===== src/design/pwm_pkg.sv =====
// pwm block package: register map, field layouts, carrier types
// assumes byte offsets on a 32-bit axi4-lite bus, one word per register
// What this block does
// - period length comes from period register
// - timer clears after matching period register
// - pin set each period unless duty zero
// - duty upper copied to shadow at period start
// - postscaler never touches pwm period or pin
// - duty is upper byte plus control bits 5:4
// - high time is duty times tosc times prescale
// - duty writes take effect next period
// - shadow register read-only in pwm mode
// - shadow plus hidden latch double-buffer duty
// - pin cleared when duty equals extended count
// - duty beyond period keeps pin high
// - prescaler ratios are one, four, sixteen
// - only channel one honours shutdown
// - mode upper bits 11 select pwm
// - mode 0000 turns channel off, resets
// - clearing channel two control drives pin low
package pwm_pkg;
  // register byte offsets
  localparam logic [7:0] ADDR_TIMER = 8'h00;
  localparam logic [7:0] ADDR_PERIOD = 8'h04;
  localparam logic [7:0] ADDR_TCTRL = 8'h08;
  localparam logic [7:0] ADDR_CH_BASE = 8'h0C;
  localparam logic [7:0] CH_STRIDE = 8'h0C;
  localparam logic [7:0] OFS_UPPER = 8'h00;
  localparam logic [7:0] OFS_SHADOW = 8'h04;
  localparam logic [7:0] OFS_CTRL = 8'h08;
  localparam logic [7:0] ADDR_DIR = 8'h24;
  localparam int unsigned NUM_CH = 2;
  // reset values and implemented bits
  localparam logic [7:0] PERIOD_RESET = 8'hFF;
  localparam logic [1:0] DIR_RESET = 2'h3;
  localparam logic [7:0] CH2_CTRL_MASK = 8'h3F;
  // instruction cycle phase
  localparam logic [1:0] Q_LAST = 2'h3;
  // prescale codes and counter tops
  localparam logic [1:0] PRE_DIV1 = 2'h0;
  localparam logic [1:0] PRE_DIV4 = 2'h1;
  localparam logic [1:0] PRE_TOP4 = 2'h3;
  localparam logic [3:0] PRE_TOP16 = 4'hF;
  // clock cycles between ticks, minus one
  localparam logic [6:0] GAP_DIV1 = 7'h03;
  localparam logic [6:0] GAP_DIV4 = 7'h0F;
  localparam logic [6:0] GAP_DIV16 = 7'h3F;
  // channel modes
  localparam logic [3:0] MODE_OFF = 4'h0;
  localparam logic [1:0] MODE_PWM = 2'h3;
  // bus answers
  localparam logic [1:0] RESP_OKAY = 2'h0;
  localparam logic [1:0] RESP_SLVERR = 2'h2;
  // timer control layout, top bit unimplemented
  typedef struct packed {
    logic unused;
    logic [3:0] postscale;
    logic run;
    logic [1:0] prescale;
  } timer_ctrl_type;
  // channel control layout
  typedef struct packed {
    logic [1:0] output_cfg;
    logic [1:0] duty_low;
    logic [3:0] mode;
  } chan_ctrl_type;
  // time base shared by the channels
  typedef struct packed {
    logic period_start;
    logic [7:0] count;
    logic [1:0] ext;
  } tbase_type;
  // write channel states
  typedef enum logic [3:0] {
    W_IDLE = 4'h1,
    W_ADDR = 4'h2,
    W_DATA = 4'h4,
    W_RESP = 4'h8
  } wr_state_type;
endpackage : pwm_pkg


===== src/design/pwm_timer_top.sv =====
// pwm block top: axi4-lite registers, 8-bit time base, two channels
// assumes one 100 MHz clock taken as the oscillator, sync reset
`timescale 1ns/10ps
module pwm_timer_top #(
  parameter int unsigned ADDR_WIDTH = 8
) (
  // clock and reset
  input wire logic clk_i,
  input wire logic rst_i,
  // axi4-lite write address
  input wire logic [ADDR_WIDTH-1:0] awaddr_i,
  input wire logic awvalid_i,
  output logic awready_o,
  // axi4-lite write data
  input wire logic [31:0] wdata_i,
  input wire logic [3:0] wstrb_i,
  input wire logic wvalid_i,
  output logic wready_o,
  // axi4-lite write response
  output logic [1:0] bresp_o,
  output logic bvalid_o,
  input wire logic bready_i,
  // axi4-lite read address
  input wire logic [ADDR_WIDTH-1:0] araddr_i,
  input wire logic arvalid_i,
  output logic arready_o,
  // axi4-lite read data
  output logic [31:0] rdata_o,
  output logic [1:0] rresp_o,
  output logic rvalid_o,
  input wire logic rready_i,
  // modulated pins and shutdown pin
  output logic [pwm_pkg::NUM_CH-1:0] pin_o,
  output logic [pwm_pkg::NUM_CH-1:0] pin_oe_o,
  input wire logic shutdown_i,
  // postscaled period events for other users
  output logic period_event_o
);
  localparam int AW = ADDR_WIDTH;

  // the map needs six address bits
  if (ADDR_WIDTH < 6) begin : g_bad_width
    $error("ADDR_WIDTH too small for the register map");
  end

  // bus state
  pwm_pkg::wr_state_type wr_state_reg;
  pwm_pkg::wr_state_type wr_state_next;
  logic [AW-1:0] wr_addr_reg;
  logic [7:0] wr_data_reg;
  logic wr_strb_reg;
  logic [1:0] bresp_reg;
  logic rvalid_reg;
  logic [7:0] rdata_reg;
  logic [1:0] rresp_reg;
  // software registers
  logic [7:0] tmr_reg;
  logic [7:0] period_reg;
  pwm_pkg::timer_ctrl_type tctrl_reg;
  logic [1:0] dir_reg;
  logic [7:0] upper_reg [pwm_pkg::NUM_CH];
  pwm_pkg::chan_ctrl_type ctrl_reg [pwm_pkg::NUM_CH];
  // time base state
  logic [1:0] q_reg;
  logic [3:0] pre_reg;
  logic [3:0] post_reg;
  logic event_reg;
  logic sd_meta_reg;
  logic sd_sync_reg;
  // decode and time base wires
  logic aw_fire;
  logic w_fire;
  logic ar_fire;
  logic wr_commit;
  logic [AW-1:0] wa;
  logic [7:0] wd;
  logic we;
  logic we_timer;
  logic we_period;
  logic we_tctrl;
  logic we_dir;
  logic wr_hit;
  logic rd_timer;
  logic rd_period;
  logic rd_tctrl;
  logic rd_dir;
  logic rd_hit;
  logic [7:0] rd_byte;
  logic [pwm_pkg::NUM_CH:0] wr_ch_acc;
  logic [pwm_pkg::NUM_CH:0] rd_ch_acc;
  logic [7:0] rd_val_acc [pwm_pkg::NUM_CH+1];
  logic icyc_end;
  logic pre_last;
  logic tick;
  logic period_end;
  logic [1:0] ext;
  pwm_pkg::tbase_type tbase;

  // handshakes: one write and one read in flight
  assign aw_fire = awvalid_i && awready_o;
  assign w_fire = wvalid_i && wready_o;
  assign ar_fire = arvalid_i && arready_o;
  assign awready_o = (wr_state_reg == pwm_pkg::W_IDLE) || (wr_state_reg == pwm_pkg::W_DATA);
  assign wready_o = (wr_state_reg == pwm_pkg::W_IDLE) || (wr_state_reg == pwm_pkg::W_ADDR);
  assign bvalid_o = (wr_state_reg == pwm_pkg::W_RESP);
  assign bresp_o = bresp_reg;
  assign arready_o = !rvalid_reg;
  assign rvalid_o = rvalid_reg;
  assign rdata_o = {24'h000000, rdata_reg};
  assign rresp_o = rresp_reg;

  // write channel sequencing, address and data in either order
  always_comb begin
    wr_state_next = wr_state_reg;
    case (wr_state_reg)
      pwm_pkg::W_IDLE: begin
        if (aw_fire && w_fire) begin
          wr_state_next = pwm_pkg::W_RESP;
        end else if (aw_fire) begin
          wr_state_next = pwm_pkg::W_ADDR;
        end else if (w_fire) begin
          wr_state_next = pwm_pkg::W_DATA;
        end
      end
      pwm_pkg::W_ADDR: begin
        if (w_fire) begin
          wr_state_next = pwm_pkg::W_RESP;
        end
      end
      pwm_pkg::W_DATA: begin
        if (aw_fire) begin
          wr_state_next = pwm_pkg::W_RESP;
        end
      end
      pwm_pkg::W_RESP: begin
        if (bready_i) begin
          wr_state_next = pwm_pkg::W_IDLE;
        end
      end
      default: begin
        wr_state_next = pwm_pkg::W_IDLE;
      end
    endcase
  end

  // the write lands on the edge that completes address and data
  assign wr_commit = (wr_state_reg != pwm_pkg::W_RESP) && (wr_state_next == pwm_pkg::W_RESP);
  assign wa = aw_fire ? awaddr_i : wr_addr_reg;
  assign wd = w_fire ? wdata_i[7:0] : wr_data_reg;
  // registers are one byte wide, so only lane 0 matters
  assign we = wr_commit && (w_fire ? wstrb_i[0] : wr_strb_reg);
  // period set only through its register
  assign we_period = we && (wa == AW'(pwm_pkg::ADDR_PERIOD));
  assign we_timer = we && (wa == AW'(pwm_pkg::ADDR_TIMER));
  assign we_tctrl = we && (wa == AW'(pwm_pkg::ADDR_TCTRL));
  assign we_dir = we && (wa == AW'(pwm_pkg::ADDR_DIR));
  assign wr_hit = (wa == AW'(pwm_pkg::ADDR_PERIOD)) || (wa == AW'(pwm_pkg::ADDR_TIMER))
    || (wa == AW'(pwm_pkg::ADDR_TCTRL)) || (wa == AW'(pwm_pkg::ADDR_DIR))
    || wr_ch_acc[pwm_pkg::NUM_CH];

  // read decode as a priority chain
  assign rd_timer = (araddr_i == AW'(pwm_pkg::ADDR_TIMER));
  assign rd_period = (araddr_i == AW'(pwm_pkg::ADDR_PERIOD));
  assign rd_tctrl = (araddr_i == AW'(pwm_pkg::ADDR_TCTRL));
  assign rd_dir = (araddr_i == AW'(pwm_pkg::ADDR_DIR));
  assign rd_hit = rd_timer || rd_period || rd_tctrl || rd_dir || rd_ch_acc[pwm_pkg::NUM_CH];
  assign rd_byte = rd_timer ? tmr_reg
    : rd_period ? period_reg
    : rd_tctrl ? tctrl_reg
    : rd_dir ? {6'h00, dir_reg}
    : rd_val_acc[pwm_pkg::NUM_CH];

  // bus registers
  always_ff @(posedge clk_i) begin
    if (rst_i) begin
      wr_state_reg <= pwm_pkg::W_IDLE;
      wr_addr_reg <= '0;
      wr_data_reg <= 8'h00;
      wr_strb_reg <= 1'b0;
      bresp_reg <= pwm_pkg::RESP_OKAY;
    end else begin
      wr_state_reg <= wr_state_next;
      if (aw_fire) begin
        wr_addr_reg <= awaddr_i;
      end
      if (w_fire) begin
        wr_data_reg <= wdata_i[7:0];
        wr_strb_reg <= wstrb_i[0];
      end
      if (wr_commit) begin
        bresp_reg <= wr_hit ? pwm_pkg::RESP_OKAY : pwm_pkg::RESP_SLVERR;
      end
    end
  end

  // read answer one cycle after the address; unmapped reads zero
  always_ff @(posedge clk_i) begin
    if (rst_i) begin
      rvalid_reg <= 1'b0;
      rdata_reg <= 8'h00;
      rresp_reg <= pwm_pkg::RESP_OKAY;
    end else if (ar_fire) begin
      rvalid_reg <= 1'b1;
      rdata_reg <= rd_hit ? rd_byte : 8'h00;
      rresp_reg <= rd_hit ? pwm_pkg::RESP_OKAY : pwm_pkg::RESP_SLVERR;
    end else if (rready_i) begin
      rvalid_reg <= 1'b0;
    end
  end

  // timer configuration registers
  always_ff @(posedge clk_i) begin
    if (rst_i) begin
      period_reg <= pwm_pkg::PERIOD_RESET;
      tctrl_reg <= '0;
      dir_reg <= pwm_pkg::DIR_RESET;
    end else begin
      if (we_period) begin
        period_reg <= wd;
      end
      if (we_tctrl) begin
        tctrl_reg <= pwm_pkg::timer_ctrl_type'({1'b0, wd[6:0]});
      end
      if (we_dir) begin
        dir_reg <= wd[1:0];
      end
    end
  end

  // instruction cycle of four clocks, then prescale
  assign icyc_end = (q_reg == pwm_pkg::Q_LAST);
  // only ratios one, four and sixteen exist
  assign pre_last = (tctrl_reg.prescale == pwm_pkg::PRE_DIV1) ? 1'b1
    : (tctrl_reg.prescale == pwm_pkg::PRE_DIV4) ? (pre_reg[1:0] == pwm_pkg::PRE_TOP4)
    : (pre_reg == pwm_pkg::PRE_TOP16);
  assign tick = tctrl_reg.run && icyc_end && pre_last;
  // match is acted on at the next increment
  assign period_end = tick && (tmr_reg == period_reg);
  // low compare bits give tosc times prescale steps
  assign ext = (tctrl_reg.prescale == pwm_pkg::PRE_DIV1) ? q_reg
    : (tctrl_reg.prescale == pwm_pkg::PRE_DIV4) ? pre_reg[1:0]
    : pre_reg[3:2];
  assign tbase = '{period_start: period_end, count: tmr_reg, ext: ext};

  // phase, prescaler and timer; a timer write restarts the prescaler
  always_ff @(posedge clk_i) begin
    if (rst_i) begin
      q_reg <= 2'h0;
      pre_reg <= 4'h0;
      tmr_reg <= 8'h00;
    end else begin
      q_reg <= q_reg + 2'h1;
      if (we_timer) begin
        pre_reg <= 4'h0;
        tmr_reg <= wd;
      end else if (tctrl_reg.run && icyc_end) begin
        pre_reg <= pre_last ? 4'h0 : pre_reg + 4'h1;
        if (period_end) begin
          // clear to start a new period
          tmr_reg <= 8'h00;
        end else if (tick) begin
          tmr_reg <= tmr_reg + 8'h01;
        end
      end
    end
  end

  // postscaler only divides the event output
  always_ff @(posedge clk_i) begin
    if (rst_i) begin
      post_reg <= 4'h0;
      event_reg <= 1'b0;
    end else begin
      event_reg <= period_end && (post_reg == tctrl_reg.postscale);
      if (period_end) begin
        post_reg <= (post_reg == tctrl_reg.postscale) ? 4'h0 : post_reg + 4'h1;
      end
    end
  end
  assign period_event_o = event_reg;

  // shutdown pin crosses in through two flops
  always_ff @(posedge clk_i) begin
    if (rst_i) begin
      sd_meta_reg <= 1'b0;
      sd_sync_reg <= 1'b0;
    end else begin
      sd_meta_reg <= shutdown_i;
      sd_sync_reg <= sd_meta_reg;
    end
  end

  assign wr_ch_acc[0] = 1'b0;
  assign rd_ch_acc[0] = 1'b0;
  assign rd_val_acc[0] = 8'h00;

  // one register group and channel per output pin
  for (genvar i = 0; i < pwm_pkg::NUM_CH; i++) begin : g_ch
    localparam logic [7:0] BASE = 8'(pwm_pkg::ADDR_CH_BASE + i * pwm_pkg::CH_STRIDE);
    // channel two has no enhanced bits
    localparam logic [7:0] CMASK = (i == 0) ? 8'hFF : pwm_pkg::CH2_CTRL_MASK;
    logic w_up;
    logic w_sh;
    logic w_ct;
    logic r_up;
    logic r_sh;
    logic r_ct;
    logic [7:0] shadow;
    logic [7:0] r_val;

    assign w_up = (wa == AW'(BASE + pwm_pkg::OFS_UPPER));
    assign w_sh = (wa == AW'(BASE + pwm_pkg::OFS_SHADOW));
    assign w_ct = (wa == AW'(BASE + pwm_pkg::OFS_CTRL));
    assign r_up = (araddr_i == AW'(BASE + pwm_pkg::OFS_UPPER));
    assign r_sh = (araddr_i == AW'(BASE + pwm_pkg::OFS_SHADOW));
    assign r_ct = (araddr_i == AW'(BASE + pwm_pkg::OFS_CTRL));
    assign r_val = r_up ? upper_reg[i] : r_sh ? shadow : r_ct ? ctrl_reg[i] : 8'h00;
    assign wr_ch_acc[i+1] = wr_ch_acc[i] || w_up || w_sh || w_ct;
    assign rd_ch_acc[i+1] = rd_ch_acc[i] || r_up || r_sh || r_ct;
    assign rd_val_acc[i+1] = rd_val_acc[i] | r_val;

    // duty bits writable at any time
    always_ff @(posedge clk_i) begin
      if (rst_i) begin
        upper_reg[i] <= 8'h00;
        ctrl_reg[i] <= '0;
      end else begin
        if (we && w_up) begin
          upper_reg[i] <= wd;
        end
        if (we && w_ct) begin
          // clearing channel two control turns it off
          ctrl_reg[i] <= pwm_pkg::chan_ctrl_type'(wd & CMASK);
        end
      end
    end

    pwm_channel #(
      .HAS_SHUTDOWN(i == 0)
    ) u_channel (
      .clk_i(clk_i),
      .rst_i(rst_i),
      .ctrl_i(ctrl_reg[i]),
      .upper_i(upper_reg[i]),
      .shadow_wr_i(we && w_sh),
      .shadow_data_i(wd),
      .tbase_i(tbase),
      .shutdown_i(sd_sync_reg),
      .shadow_o(shadow),
      .pin_o(pin_o[i])
    );
    // direction bit low means the pin drives
    assign pin_oe_o[i] = !dir_reg[i];
  end

  // cycles between ticks, checked while the setup holds
  logic [6:0] gap_reg;
  logic gap_ok_reg;
  logic [6:0] gap_want;
  assign gap_want = (tctrl_reg.prescale == pwm_pkg::PRE_DIV1) ? pwm_pkg::GAP_DIV1
    : (tctrl_reg.prescale == pwm_pkg::PRE_DIV4) ? pwm_pkg::GAP_DIV4 : pwm_pkg::GAP_DIV16;
  always_ff @(posedge clk_i) begin
    if (rst_i || we_tctrl || we_timer || !tctrl_reg.run) begin
      gap_reg <= 7'h00;
      gap_ok_reg <= 1'b0;
    end else begin
      gap_reg <= tick ? 7'h00 : gap_reg + 7'h01;
      gap_ok_reg <= gap_ok_reg || tick;
    end
  end
endmodule : pwm_timer_top


===== src/design/pwm_channel.sv =====
// one pwm channel: duty double buffer, compare and pin latch
// assumes a time base on the same clock and a synchronised shutdown
`timescale 1ns/10ps
module pwm_channel #(
  parameter bit HAS_SHUTDOWN = 1'b0
) (
  // clock and reset
  input wire logic clk_i,
  input wire logic rst_i,
  // software side
  input wire pwm_pkg::chan_ctrl_type ctrl_i,
  input wire logic [7:0] upper_i,
  input wire logic shadow_wr_i,
  input wire logic [7:0] shadow_data_i,
  // time base and shutdown
  input wire pwm_pkg::tbase_type tbase_i,
  input wire logic shutdown_i,
  // results
  output logic [7:0] shadow_o,
  output logic pin_o
);
  logic [7:0] shadow_reg;
  logic [1:0] latch_reg;
  logic pin_reg;
  logic start_dly_reg;
  logic pwm_mode;
  logic mode_off;
  logic sd_force;
  logic match;
  logic [9:0] duty_new;

  assign pwm_mode = (ctrl_i.mode[3:2] == pwm_pkg::MODE_PWM);
  assign mode_off = (ctrl_i.mode == pwm_pkg::MODE_OFF);
  assign sd_force = HAS_SHUTDOWN && shutdown_i;
  // upper byte then two low bits
  assign duty_new = {upper_i, ctrl_i.duty_low};
  // compare with extended count; no match past period
  assign match = ({shadow_reg, latch_reg} == {tbase_i.count, tbase_i.ext});
  assign shadow_o = shadow_reg;
  assign pin_o = pin_reg;

  always_ff @(posedge clk_i) begin
    if (rst_i || mode_off) begin
      shadow_reg <= 8'h00;
      latch_reg <= 2'h0;
    end else if (pwm_mode && tbase_i.period_start) begin
      shadow_reg <= upper_i;
      latch_reg <= ctrl_i.duty_low;
    end else if (!pwm_mode && shadow_wr_i) begin
      shadow_reg <= shadow_data_i;
    end
  end

  // boundary seen one clock late: the clear also lands one edge after its match,
  // so the high time is exactly duty steps; the pin lags the boundary by one tosc
  always_ff @(posedge clk_i) begin
    if (rst_i) begin
      start_dly_reg <= 1'b0;
    end else begin
      start_dly_reg <= tbase_i.period_start;
    end
  end

  // pin latch; the delayed start wins over a stale match
  always_ff @(posedge clk_i) begin
    if (rst_i || !pwm_mode || sd_force) begin
      // any non-pwm mode or shut down drives low
      pin_reg <= 1'b0;
    end else if (start_dly_reg) begin
      // set unless the freshly buffered duty is zero
      pin_reg <= ({shadow_reg, latch_reg} != 10'h000);
    end else if (match) begin
      pin_reg <= 1'b0;
    end
  end
endmodule : pwm_channel


===== config.mk =====
export PLATFORM = sky130hd
export DESIGN_NAME = pwm_timer_top
export DESIGN_NICKNAME = d
export VERILOG_FILES = /design/src/design/pwm_pkg.sv /design/src/design/pwm_timer_top.sv /design/src/design/pwm_channel.sv
export SDC_FILE = /design/constraint.sdc
export NUM_CORES = 1
export LEC_CHECK = 0
export BUFFER_PORTS_ARGS = -buffer_cell sky130_fd_sc_hd__clkbuf_2
export CORE_UTILIZATION = 52
export CTS_BUF_LIST = sky130_fd_sc_hd__clkbuf_2
export DETAILED_ROUTE_END_ITERATION = 10
export HOLD_SLACK_MARGIN = 0.06
export PLACE_DENSITY = 0.82
export SKIP_CTS_REPAIR_TIMING = 1
export SYNTH_ARGS = -nofsm -noshare
export SYNTH_HDL_FRONTEND = slang
export SYNTH_SLANG_ARGS = --single-unit

===== constraint.sdc =====
create_clock -name clk_i -period 3.4 [get_ports clk_i]
set_clock_uncertainty 0.15 [all_clocks]
set_input_delay 0.51 -clock clk_i [delete_from_list [all_inputs] [get_ports clk_i]]
set_output_delay 0.51 -clock clk_i [all_outputs]
set_load 0.005 [all_outputs]

==> flow_metrics.py <==
metrics = {
    "synthesis": {
        "syn_area_um2": 6780,
        "synth_mux_area_share_pct": 13.4,
        "ys.flop_type": "dfxtp_1",
        "synthAdderAreaFrac_pct": 0.738,
        "synth-simple-area-share_pct": 19.9,
        "synth_top_family_by_area": "simple AND/OR/NAND/NOR gates",
        "yosysWarnings": 0,
        "yosysSeqAreaShare_pct": 40.7,
        "ys_ff_latch": 123,
        "postSynthAreaPerCell_um2": 9.38,
        "synth_edf_count": 30,
        "ys_types": 74,
        "synthArstFlopShare_pct": 0,
        "syn_inst": 723,
        "synth-xor-area-share_pct": 5.13,
        "synth_compound_area_share_pct": 12.8,
    },
    "layout": {
        "finalNetCount": 852,
        "syn_to_final_growth_pct": 10.8,
        "fillCellCount": 1120,
        "diodes": 0,
        "finalInstanceArea_um2": 7510,
        "drive_above_1_share_pct": 19.7,
    },
    "setup_path": {
        "critical_path_required_ns": 3.66,
        "crit_fanout": 10,
        "path_class": "reg -> reg",
        "worst_setup_path_start_kind": "flop",
        "cp.arrival_ns": 3.11,
        "worst_setup_path_end_kind": "flop",
    },
    "global_routing": {
        "globalRouteOverflowTotal": 0,
        "grt_pass1_wl_mm": 26.9,
        "grt_max_degree": 56,
        "antenna_found_initial": 0,
        "grt_pass1_vias": 5094,
        "grtUsageTotal_pct": 26.9,
    },
    "routing": {
        "drc": 0,
        "drt_iter0_markers": 573,
        "vias": 5676,
        "viasPerCell": 5.83,
        "avgRoutedWirePerCell_um": 17.9,
        "ant_nets": 0,
        "firstDrtPassIters": 7,
        "wl_mm": 17.4,
    },
    "power": {
        "p_sw_share_pct": 30.5,
        "power_leakage_nw": 3.08,
        "comb_power_share_pct": 19.6,
        "power.density_nw_per_um2": 442,
        "intPower_mw": 2.31,
        "p_sw_mw": 1.01,
        "seqPwrFrac_pct": 48.9,
        "irDropWorstVdd_v": 0.000297,
        "clockPowerShare_pct": 31.6,
    },
    "die": {
        "core_region_area_um2": 12700,
        "num_io_pins": 106,
        "rows": 41,
        "initial_utilization_pct": 53.5,
        "dieArea_um2": 13500,
        "die_h_um": 116,
        "die_width_um": 116,
    },
    "timing": {
        "hold_violations": 0,
        "fmax_mhz": 351,
        "setup_tns_ns": 0,
        "period_needed_ns": 2.85,
        "finalMaxSlewViolations": 0,
        "post-route-period-util_pct": 83.9,
        "worst_pin_slew_ns": 0.890,
        "relSlewSlack_pct": 40.7,
        "setup_viol": 0,
        "rsz0062_at_grt": "no",
    },
    "clock_network": {
        "cts_buffer_depth": 2,
        "clkTransAtPathRegs_ns": 0.18,
        "root_buffer": "clkbuf_2",
        "cts_tree": "built",
        "clk_latency_ns": 0.73,
        "htreeDepth": 4,
        "cts_sinks": 123,
        "numCtsBuffers": 17,
    },
    "place": {
        "port_buffers": 52,
        "hpwl_mm": 12.5,
        "placed_cell_area_um2": 7080,
        "gp_congestion": 0.934,
    },
    "run_status": {
        "outcome": "complete, no violations",
    },
    "worst_hold_path": {
        "hp-class": "in -> reg",
    },
    "job": {
        "maxCapViolations": 0,
    },
}
==> metrics by stage <==
stage / utilization (%) / worst slack (ns) / hold slack (ns) / power, mW / std cells
final: 59.3 / 0.549 / 0.0891 / 3.32 / 973
after global routing: 59.3 / 0.348 / 0.0717 / 3.45 / 973
after CTS: 58.0 / 0.591 / -0.204 / 3.29 / 956
after detailed placement: 55.9 / 0.536 / 0.280 / 2.27 / 924
after global placement: 55.9 / 0.571 / 0.280 / 2.26 / 924
after floorplan: - / 0.937 / 0.264 / 2.10 / 748
==> cell type report <==
cell class | count | area [um2] | share of cell area [%]
clock buffers | 18 | 90.1 | 1.20
clock inverters | 14 | 175 | 2.33
inverters | 24 | 90.1 | 1.20
multi-input cells | 537 | 3630 | 48.3
flip-flops and latches | 123 | 2760 | 36.8
well taps | 172 | 215 | 2.86
repair buffers | 85 | 551 | 7.33
==> cells in the final DEF (no fill, tap or decap), types with 16 or more instances in the layout <==
cell	n
edfxtp_1	30
nor2_1	103
inv_1	23
nor3_1	27
mux2_2	25
xnor2_1	29
nand3_1	19
clkbuf_2	70
a21oi_1	39
buf_4	16
nand2_1	47
dfxtp_1	93
conb_1	26
o21ai_0	26
dlygate4sd3_1	17
mux2i_1	48
==> Yosys cell counts, types with 23 or more instances <==
cell type  count  area [um2]
xnor2_1       29         254
inv_1         23        86.3
buf_4         33         248
nand2_1       47         176
mux2_2        25         282
a21oi_1       39         195
dfxtp_1       93        1860
edfxtp_1      30         901
mux2i_1       48         480
nor2_1       103         387
nor3_1        27         135
o21ai_0       26         130
==> layer usage <==
layer,track usage (%),up-vias,routed length (um)
met5,0,-,0
met4,10.1,0,448
met3,6.90,40,1500
met2,42.8,293,7990
met1,35.1,2680,7470
li1,-,2663,-
==> worst max-delay path: stages, from the launching register on <==
cell	delay, ns
dfxtp_1	0.60
xor2_2	0.23
nand4_4	0.25
buf_4	0.27
o21ai_0	0.40
nand2_1	0.34
nand2_1	0.32
==> power groups by stage <==
stage	Clock, mW	Sequential [mW]	Combinational (mW)
4_1_cts	1.05	1.62	0.621
2_1_floorplan	0	1.61	0.490
6_report	1.05	1.62	0.651
3_5_place_dp	0	1.65	0.617
5_1_grt	1.11	1.63	0.704
3_3_place_gp	0	1.65	0.610
==> final timing paths <==
| path | from | to | slack, ns | cells past startpoint |
|---|---|---|---|---|
| setup / recovery | wr_state_reg[2] | ctrl_reg[1][5] | 0.55 | 6 |
| hold / removal | araddr_i[0] | rresp_o[1] | 0.09 | 4 |
| setup reg to reg | wr_state_reg[2] | ctrl_reg[1][5] | 0.55 | 6 |
| hold reg to reg | sd_meta_reg | sd_sync_reg | 0.31 | 1 |
==> logic make-up after synthesis <==
kind of cell               Yosys count
buffers and inverters               88
muxes                               80
AOI/OAI and AO/OA                  121
adders and majority gates            4
xor gates and xnor gates            38
DFF                                123
other                                1
and+or+nand+nor                    268
No activity file was read; power rests on OpenSTA's default activity.
